**config.mk**
```make
export PLATFORM = sky130hd
export DESIGN_NAME = osd_mode_shadow_control
export DESIGN_NICKNAME = d
export VERILOG_FILES = /design/src/hdl/osd_mode_pkg.sv /design/src/hdl/osd_mode_shadow_control.sv
export SDC_FILE = /design/constraint.sdc
export NUM_CORES = 1
export LEC_CHECK = 0
export ABC_AREA = 1
export BUFFER_PORTS_ARGS = -buffer_cell sky130_fd_sc_hd__clkbuf_2
export CELL_PAD_IN_SITES_DETAIL_PLACEMENT = 0
export CELL_PAD_IN_SITES_GLOBAL_PLACEMENT = 1
export CORE_MARGIN = 2
export CORE_UTILIZATION = 38
export CTS_CLUSTER_DIAMETER = 200
export DETAILED_ROUTE_END_ITERATION = 8
export PLACE_DENSITY = 0.79
export SLEW_MARGIN = 5
export SYNTH_ARGS = -nofsm -noshare
export SYNTH_HDL_FRONTEND = slang
export SYNTH_SLANG_ARGS = --single-unit
```
**constraint.sdc**
```tcl
create_clock -name clk -period 2.2 [get_ports clk]
set_input_delay 0.33 -clock clk [delete_from_list [all_inputs] [get_ports clk]]
set_output_delay 0.33 -clock clk [all_outputs]
set_load 0.005 [all_outputs]
```
**src/hdl/osd_mode_pkg.sv**
```systemverilog
/*
  constants for the on-screen-display mode and shadow control block:
  register offset, field positions, reset value, mode codes, shadow
  selector codes and character cell widths.
  assumes an 8-bit register port and one dot clock.
*/
// Functional notes
// character ends after 12 or 14 pixels
// narrow mode drops two rightmost glyph bits
// mode 00 stops oscillator, black, key off
// reset puts mode field at 00
// mode 01 runs logic, outputs black, key off
// mode 10 opaque chars over fill colour
// mode 11 holds key through active line
// mode 11 fill colour except foreground and shadow pixels
// software passes mode 01 before active modes
// 01 to active switching never disturbs logic
// shadow selector decodes eight directions
// shadow only on outlined rows
// software writes config during vertical sync
// fill colour loads only when mode nonzero
// bits 6 and 3 stored, no effect
package osd_mode_pkg;

  // ==========================================================
  // register map
  localparam logic [7:0] overlay_mode_config_addr  = 8'hc1;
  localparam logic [7:0] overlay_mode_config_reset = 8'h00;
  localparam int         char_narrow_width_pos     = 7;
  localparam int         spare_hi_pos              = 6;
  localparam int         display_select_hi_pos     = 5;
  localparam int         display_select_lo_pos     = 4;
  localparam int         spare_lo_pos              = 3;
  localparam int         outline_dir_sel_2_pos     = 2;
  localparam int         outline_dir_sel_0_pos     = 0;

  // ==========================================================
  // display modes
  localparam logic [1:0] mode_disabled = 2'h0;
  localparam logic [1:0] mode_internal = 2'h1;
  localparam logic [1:0] mode_overlay  = 2'h2;
  localparam logic [1:0] mode_takeover = 2'h3;

  // ==========================================================
  // shadow directions, named by the apparent light source
  localparam logic [2:0] dir_southwest = 3'h0;
  localparam logic [2:0] dir_west      = 3'h1;
  localparam logic [2:0] dir_northwest = 3'h2;
  localparam logic [2:0] dir_north     = 3'h3;
  localparam logic [2:0] dir_northeast = 3'h4;
  localparam logic [2:0] dir_east      = 3'h5;
  localparam logic [2:0] dir_southeast = 3'h6;
  localparam logic [2:0] dir_surround  = 3'h7;

  // ==========================================================
  // character cell
  localparam int         glyph_bits     = 14;
  localparam int         narrow_pixels  = 12;
  localparam int         wide_pixels    = 14;
  localparam logic [2:0] colour_black   = 3'h0;

  typedef enum logic {px_idle, px_run} pixel_state_type;

endpackage : osd_mode_pkg

```
**src/hdl/osd_mode_shadow_control.sv**
```systemverilog
/*
  mode and shadow control for an on-screen-display character
  generator: mode register, pixel serialiser with 12/14 pixel cells,
  shadow generation and colour / overlay-key output selection.
  assumes the row fetch logic presents a glyph row with its rows above
  and below, a load pulse per character, and sync and line windows,
  all synchronous to clk, which is the dot clock.
*/
// The strobed register port was decided locally.
`timescale 1ns/1ns
module osd_mode_shadow_control
#(
  parameter int glyph_width = osd_mode_pkg::glyph_bits
)
(
  input  wire logic        clk,
  input  wire logic        rst,
  input  wire logic [7:0]  reg_addr,
  input  wire logic [7:0]  reg_wdata,
  input  wire logic        reg_write,
  input  wire logic        reg_read,
  output logic      [7:0]  reg_rdata,
  input  wire logic        sync_blank,
  input  wire logic        line_active,
  input  wire logic        glyph_load,
  input  wire logic [13:0] glyph_row,
  input  wire logic [13:0] glyph_row_above,
  input  wire logic [13:0] glyph_row_below,
  input  wire logic [2:0]  char_fg_colour,
  input  wire logic        char_opaque,
  input  wire logic        row_outline_enable,
  input  wire logic        fill_space_char,
  input  wire logic [2:0]  fill_colour_in,
  output logic             dot_oscillator,
  output logic             char_end,
  output logic             colour_pin_2,
  output logic             colour_pin_1,
  output logic             colour_pin_0,
  output logic             overlay_key_out
);
  import osd_mode_pkg::*;

  initial
    if (glyph_width != glyph_bits)
      $error("glyph_width must equal the glyph row width");

  // ==========================================================
  // mode register
  logic [7:0] overlay_mode_config;
  logic [1:0] display_mode;
  logic [2:0] outline_direction;
  logic       char_narrow_width;
  logic       osc_run;

  assign char_narrow_width = overlay_mode_config[char_narrow_width_pos];
  assign display_mode      = overlay_mode_config[display_select_hi_pos:
                                                 display_select_lo_pos];
  assign outline_direction = overlay_mode_config[outline_dir_sel_2_pos:
                                                 outline_dir_sel_0_pos];
  assign osc_run           = (display_mode != mode_disabled);

  // spare bits 6 and 3 are kept so software reads back what it wrote
  always_ff @(posedge clk or posedge rst)
  begin
    if (rst)
      overlay_mode_config <= overlay_mode_config_reset;
    else if (reg_write && reg_addr == overlay_mode_config_addr)
      overlay_mode_config <= reg_wdata;
  end

  always_ff @(posedge clk or posedge rst)
  begin
    if (rst)
      reg_rdata <= 8'h00;
    else
      reg_rdata <= (reg_read && reg_addr == overlay_mode_config_addr) ?
                   overlay_mode_config : 8'h00;
  end

  assign dot_oscillator = osc_run;

  // ==========================================================
  // fill colour, kept across fields
  logic [2:0] fill_colour;

  always_ff @(posedge clk or posedge rst)
  begin
    if (rst)
      fill_colour <= colour_black;
    else if (fill_space_char && osc_run)
      fill_colour <= fill_colour_in;
  end

  // ==========================================================
  // shadow mask: bit 13 is the leftmost pixel, so a shift right moves
  // a foreground pixel one place to the right on screen
  function automatic logic [13:0] shadow_mask
  (
    input logic [2:0]  dir,
    input logic [13:0] cur,
    input logic [13:0] above,
    input logic [13:0] below
  );
    logic [13:0] cast;
    cast = 14'h0000;
    case (dir)
      dir_southwest: cast = above >> 1;
      dir_west:      cast = cur >> 1;
      dir_northwest: cast = below >> 1;
      dir_north:     cast = below;
      dir_northeast: cast = below << 1;
      dir_east:      cast = cur << 1;
      dir_southeast: cast = above << 1;
      dir_surround:  cast = (above >> 1) | (cur >> 1) | (below >> 1) |
                            above | below |
                            (above << 1) | (cur << 1) | (below << 1);
      default:       cast = 14'h0000;
    endcase
    return cast & ~cur;
  endfunction : shadow_mask

  // narrow cells drop the two rightmost glyph bits, shadows included
  logic [13:0] width_keep;
  logic [13:0] next_fg_bits;
  logic [13:0] next_sh_bits;

  always_comb
  begin
    width_keep   = char_narrow_width ? 14'h3ffc : 14'h3fff;
    next_fg_bits = glyph_row & width_keep;
    next_sh_bits = 14'h0000;
    if (row_outline_enable)
      next_sh_bits = shadow_mask(outline_direction, next_fg_bits,
                                 glyph_row_above & width_keep,
                                 glyph_row_below & width_keep)
                     & width_keep;
  end

  // ==========================================================
  // pixel serialiser; it freezes only while the oscillator is off
  pixel_state_type pixel_state;
  logic [13:0]     fg_bits;
  logic [13:0]     sh_bits;
  logic [3:0]      pixel_count;
  logic [3:0]      last_pixel;
  logic [2:0]      cell_fg_colour;
  logic            cell_opaque;

  assign last_pixel = char_narrow_width ? 4'(narrow_pixels - 1)
                                        : 4'(wide_pixels - 1);

  always_ff @(posedge clk or posedge rst)
  begin
    if (rst)
    begin
      pixel_state    <= px_idle;
      fg_bits        <= 14'h0000;
      sh_bits        <= 14'h0000;
      pixel_count    <= 4'h0;
      cell_fg_colour <= colour_black;
      cell_opaque    <= 1'b0;
    end
    else if (osc_run)
    begin
      if (glyph_load)
      begin
        pixel_state    <= px_run;
        fg_bits        <= next_fg_bits;
        sh_bits        <= next_sh_bits;
        pixel_count    <= 4'h0;
        cell_fg_colour <= char_fg_colour;
        cell_opaque    <= char_opaque;
      end
      else
        case (pixel_state)
          px_run:
          begin
            fg_bits     <= fg_bits << 1;
            sh_bits     <= sh_bits << 1;
            pixel_count <= pixel_count + 4'h1;
            if (pixel_count == last_pixel)
              pixel_state <= px_idle;
          end
          default:
            pixel_state <= px_idle;
        endcase
    end
  end

  always_ff @(posedge clk or posedge rst)
  begin
    if (rst)
      char_end <= 1'b0;
    else
      char_end <= osc_run && !glyph_load && pixel_state == px_run &&
                  pixel_count == last_pixel;
  end

  // ==========================================================
  // output selection
  logic       in_cell;
  logic       pixel_fg;
  logic       pixel_sh;
  logic [2:0] next_colour;
  logic       next_key;

  assign in_cell  = (pixel_state == px_run);
  assign pixel_fg = in_cell && fg_bits[13];
  assign pixel_sh = in_cell && sh_bits[13];

  always_comb
  begin
    next_colour = colour_black;
    next_key    = 1'b0;
    case (display_mode)
      mode_disabled, mode_internal:
        next_colour = colour_black;
      mode_overlay:
      begin
        if (pixel_fg)
        begin
          next_colour = cell_fg_colour;
          next_key    = 1'b1;
        end
        else if (pixel_sh)
          next_key = 1'b1; // shadow pixels stay black
        else if (in_cell && cell_opaque)
        begin
          next_colour = fill_colour;
          next_key    = 1'b1;
        end
      end
      mode_takeover:
      begin
        next_key = line_active;
        if (pixel_fg)
          next_colour = cell_fg_colour;
        else if (pixel_sh)
          next_colour = colour_black;
        else if (line_active)
          next_colour = fill_colour;
      end
      default:
        next_key = 1'b0;
    endcase
    // sync intervals always show black with the key off
    if (sync_blank)
    begin
      next_colour = colour_black;
      next_key    = 1'b0;
    end
  end

  // mode 01 <-> 10/11 changes only this mux, never the serialiser
  always_ff @(posedge clk or posedge rst)
  begin
    if (rst)
    begin
      colour_pin_2    <= 1'b0;
      colour_pin_1    <= 1'b0;
      colour_pin_0    <= 1'b0;
      overlay_key_out <= 1'b0;
    end
    else
    begin
      colour_pin_2    <= next_colour[2];
      colour_pin_1    <= next_colour[1];
      colour_pin_0    <= next_colour[0];
      overlay_key_out <= next_key;
    end
  end

  // clean cycles since a cell load: no write, no reload, oscillator on;
  // a counter keeps the 12 pixel check from unrolling a long repetition
  logic [3:0] cell_age;
  always_ff @(posedge clk or posedge rst)
  begin
    if (rst)
      cell_age <= 4'hf;
    else if (!osc_run || reg_write)
      cell_age <= 4'hf;
    else if (glyph_load)
      cell_age <= 4'h0;
    else if (cell_age != 4'hf)
      cell_age <= cell_age + 4'h1;
  end
endmodule : osd_mode_shadow_control

```
-- Yosys cells after proc, flatten, opt, wreduce, memory -nomap -nowiden
Cells that the tools add are included.
- logic and storage cells: 85
- flip-flop bits (word level): 61
- input bits: 74
- output and inout port bits: 14
- reduce and logical (&&, ||, !) cells: 17
- multiplexer cells: 28
- bitwise gates (word level): 13
- add/sub/neg operators: 1
- equal/unequal tests: 12
- operators by type and width (cell ; number):
    $pmux 14 s8 ; 1
    $mux 14 ; 6
    $and 14x14->14 ; 5
    $or 14x14->14 ; 4
    $or 13x13->13 ; 2
    $mux 3 ; 8
    $not 14->14 ; 1
    $or 13x14->14 ; 1
    $eq 3x3->1 const B ; 4
    $logic_and 1x1->1 ; 9
    $pmux 3 s3 ; 1
    $eq 8x8->1 const B ; 1
    $mux 4 ; 2
    $mux 8 ; 1
    $mux 1 ; 7
    $eq 3x2->1 const B ; 2
    $add 4x1->4 const B ; 1
    $eq 2x2->1 const B ; 2
    $eq 4x4->1 ; 1
    $reduce_and 2->1 ; 2
    $reduce_bool 2->1 ; 2
    $eq 3x1->1 const B ; 1
    $logic_not 3->1 ; 1
    $eq 2x1->1 const B ; 1
    5 further kinds ; 5

-- Logic depth before layout (Yosys ltp)
- word-level depth: 15
- mapped depth: 11
- mapped depth without buffers: 10

-- Worst setup path before layout
OpenSTA, ideal clock, no wires.
- path kind: reg-to-reg
- start: register overlay_mode_config[5]
- end: register fg_bits[3]
- period minus slack after synthesis: 1.373 ns
- slack: 0.827 ns
- cell stages (with the launch flop): 8
- path buffers: 1
- required time: 2.070 ns
- arrival time: 1.243 ns
- setup time: 0.130 ns
- cells stage by stage: dfrtp_1 nor2_4 nor2_2 nor2_2 inv_2 buf_2 o211ai_1 o21ai_0
- cells in the longest elaborated chain, start to end: 2
- RTL lines (item ; line ; source):
    start: declaration ; osd_mode_shadow_control.sv:49 ; logic [7:0] overlay_mode_config;
    start signal: assignment ; osd_mode_shadow_control.sv:66 ; overlay_mode_config <= overlay_mode_config_reset;
    start signal: assignment ; osd_mode_shadow_control.sv:68 ; overlay_mode_config <= reg_wdata;
    $reduce_bool 2->1 ; osd_mode_shadow_control.sv:60 ; assign osc_run = (display_mode != mode_disabled);
    $reduce_and 2->1 (no source line) ; n/a ;
    end signal: assignment ; osd_mode_shadow_control.sv:168 ; fg_bits <= next_fg_bits;
    end signal: assignment ; osd_mode_shadow_control.sv:178 ; fg_bits <= fg_bits << 1;
    end: declaration ; osd_mode_shadow_control.sv:142 ; logic [13:0] fg_bits;
Every way passes these cells.
A chain may end at the register's enable or synchronous reset.

-- Worst setup path after layout
- start: register overlay_mode_config[1]
- end: register sh_bits[7]
- cells in the longest elaborated chain, start to end: 7
- elaborated cells on any way between the ends: 14
- classes of those cells: eq/ne: 7; mux: 4; bitwise: 2; reduce/logical: 1
- RTL lines (item ; line ; source):
    $eq 3x3->1 (tied with other cells) ; osd_mode_shadow_control.sv:106 ; case (dir)
    $pmux 14 s8 (*) ; osd_mode_shadow_control.sv:106 ;
    $mux 14 (*) ; osd_mode_shadow_control.sv:132 ; if (row_outline_enable)
    $and 14x14->14 (*) ; osd_mode_shadow_control.sv:119 ; return cast & ~cur;
    $and 14x14->14 (*) ; osd_mode_shadow_control.sv:136 ; & width_keep;
    $mux 14 (*) ; osd_mode_shadow_control.sv:132 ;
    $mux 14 (*) ; osd_mode_shadow_control.sv:165 ; if (glyph_load)
    end signal: assignment ; osd_mode_shadow_control.sv:169 ; sh_bits <= next_sh_bits;
    end signal: assignment ; osd_mode_shadow_control.sv:179 ; sh_bits <= sh_bits << 1;
    end: declaration ; osd_mode_shadow_control.sv:143 ; logic [13:0] sh_bits;
Mark *: on every way between the ends. The rest lies on a longest branch, timed or not. The select of a mux whose other input is x is not followed.

==> metrics.txt <==
status complete, no violations; pre-CTS WS between 0.4 and 0.5 ns; cell area after synthesis 0.00397 mm²; Sink Count 61; Syn Inst Count 589; first-pass GRT wire length 20600 µm; # DRC 0; Reg-to-Reg Start overlay_mode_config[1]$_DFFE_PP0P_; largest stage delay on the critical path between 0.6 and 0.7 ns; Clock Skews 0.0149 ns; initial drt markers 332; # resized after CTS 0; worst vdd ir between 0.2 and 0.3 mV; Die H between 100 and 150 µm; Post-synth EDFFs 0; Worst Reg-to-Reg Cells 7; Power Density 745 mW/mm²; nets@finish 758; H-tree Lvls 3; commonest non-fill, non-tap cell in the layout nand2_1; total grt overflow 0; Detailed Place HPWL 9850 µm; final wirelength between 10000 and 15000 µm; gp weighted congestion 0.906; element type at the critical path start flip-flop; post-synthesis register bit count 61; predominant post-synthesis flop cell dfrtp_1; Slew headroom 0.662; Leak 2.45 nW; TritonRoute pass-1 iters 5; final setup vio count 0; initial antenna violation count 0; share of cells above drive strength 1 0.208; Final WS setup 0.467 ns; register area share after synthesis 0.384; area of the multi-input gates 0.00206 mm²; largest net degree at the start of global routing 36; Syn Nets 664; io pins 88; min cycle time layout 1.73 ns; Root Driver clkbuf_8; Req. time, crit path ~2.4 ns; CTS tree done; drt wl/cell 15.4 µm; worst slew pin tran a little over 0.5 ns; endpoints failing hold 0; Setup TNS 0 ns; CP Capture Type flip-flop; MaxCap Viol Count 0; critical path type flip-flop to flip-flop; final non-filler cell total between 800 and 900; Worst Setup SP overlay_mode_config[1]$_DFFE_PP0P_; f_max 577 MHz; Area Growth Syn to Fin 20.4%; clk_lat worst skew 0.34 ns; core area about 0.01 mm²; async set-reset flop share out of synthesis 1.00; Ant. Diodes 0; WP data arrival 1.95 ns; # port buffers 87; Cells after DPL approximately 810; crit path capture sh_bits[7]$_DFFE_PP0P_; Netlist cell types 32; die span in x about 110 µm; die area 0.0113 mm²; register-to-register setup slack 0.47 ns; CTS Buffer Depth 2; vias per inst 5.10; CP max stage cell dfrtp_1; Mean Syn Cell Area 6.74 µm²; GRT Total Usage 0.233; final-report max-slew violation count 0; total number of vias 4199; Starting Density 0.388; unrepaired setup endpoints after global routing no; Tcrit/Tclk final 0.788; hold-fix buffers at CTS 0; row count 37; Final Core Density 0.467; class of the worst hold path input pin to asynchronous set/reset pin; most frequent cells in the layout nand2_1, clkbuf_2, nor2_1, o21ai_0, inv_1; Fillers 1104; setup bufs post-CTS 0; vias in the first global route 4116; CP max FO 22; RR Endpoint sh_bits[7]$_DFFE_PP0P_; Routed Antenna Nets 0; Ys Warns 0; worst path cell trace nor2_4, nand2_2, o21ai_0, nor2_1, nand3_1, nand2_1, a21oi_1; cts bufs inserted 9; Reg area 0.00153 mm²; clock transition at the registers of the reported paths about 0.080 ns
==> synth_stat cells, types with 6 or more instances <==
cell / number / area share
nor2_1: 81 / 0.077
nand3b_1: 7 / 0.013
inv_1: 67 / 0.063
nor2_2: 6 / 0.0095
o211ai_1: 14 / 0.026
o21ai_0: 68 / 0.086
buf_2: 8 / 0.010
nand2_1: 150 / 0.14
a21oi_1: 16 / 0.020
nand3_1: 61 / 0.077
dfrtp_1: 61 / 0.38
==> layout make-up <==
cell class                      instances  share of cell area
Clock buffer                           11              0.0296
Clock inverter                          5              0.0123
Inverter                               74              0.0581
Multi-Input combinational cell        435               0.431
Sequential cell                        61               0.319
Tap cell                              136              0.0356
Timing Repair Buffer                  102               0.115
==> per-layer routing <==
layer | wire length [µm] | up-vias | track usage
met4 | 201 | 0 | 0.0602
met5 | 0 | - | 0
met2 | 5860 | 131 | 0.370
met3 | 593 | 21 | 0.0349
li1 | - | 2093 | -
met1 | 6030 | 1954 | 0.331
==> state kept, by name, indices dropped and copies added (netlist names) <==
register,cells
cell_opaque,1
pixel_count,4
reg_rdata,8
cell_fg_colour,3
fill_colour,3
fg_bits,14
char_end,1
overlay_key_out,1
overlay_mode_config,8
colour_pin_0,1
in_cell,1
sh_bits,14
colour_pin_1,1
colour_pin_2,1
==> through the flow <==
step                      power, mW  hold WS [ns]  area [µm²]
after floorplan                2.22         0.437        3970
after global placement         2.51         0.398        4580
after detailed placement       2.54         0.416        4580
after CTS                      3.59        0.0341        4780
after global routing           3.81        0.0523        4780
final                          3.56        0.0263        4780
==> cell families after synthesis <==
kind of cell | share of synthesized area
simple gates | 0.355
compound gates | 0.148
buf+inv | 0.0970
flops | 0.384
mux | 0.00851
xor+xnor | 0.00441
fa+ha+maj | 0.00315
==> critical path, delay by kind of cell, from the launching register on <==
family          cells  cell delay, ns
simple gates        5            0.73
flops               1            0.63
compound gates      2            0.23
==> power breakdown <==
group | switching (mW) | total [mW] | internal, mW
logic | 0.534 | 0.871 | 0.336
registers | 0.208 | 1.66 | 1.45
clock network | 0.479 | 1.04 | 0.557
total | 1.22 | 3.56 | 2.34
==> how the worst min path moves through the flow <==
stage | end | cells past startpoint
2_1_floorplan | cell_fg_colour[1]$_DFFE_PP0P_ | 2
3_3_place_gp | char_end$_DFF_PP0_ | 3
3_5_place_dp | char_end$_DFF_PP0_ | 3
4_1_cts | fg_bits[12]$_DFFE_PP0P_ | 3
5_1_grt | pixel_count[1]$_DFFE_PP0P_ | 3
6_report | pixel_count[0]$_DFFE_PP0P_ | 3
(Power assumes the default switching activity.)
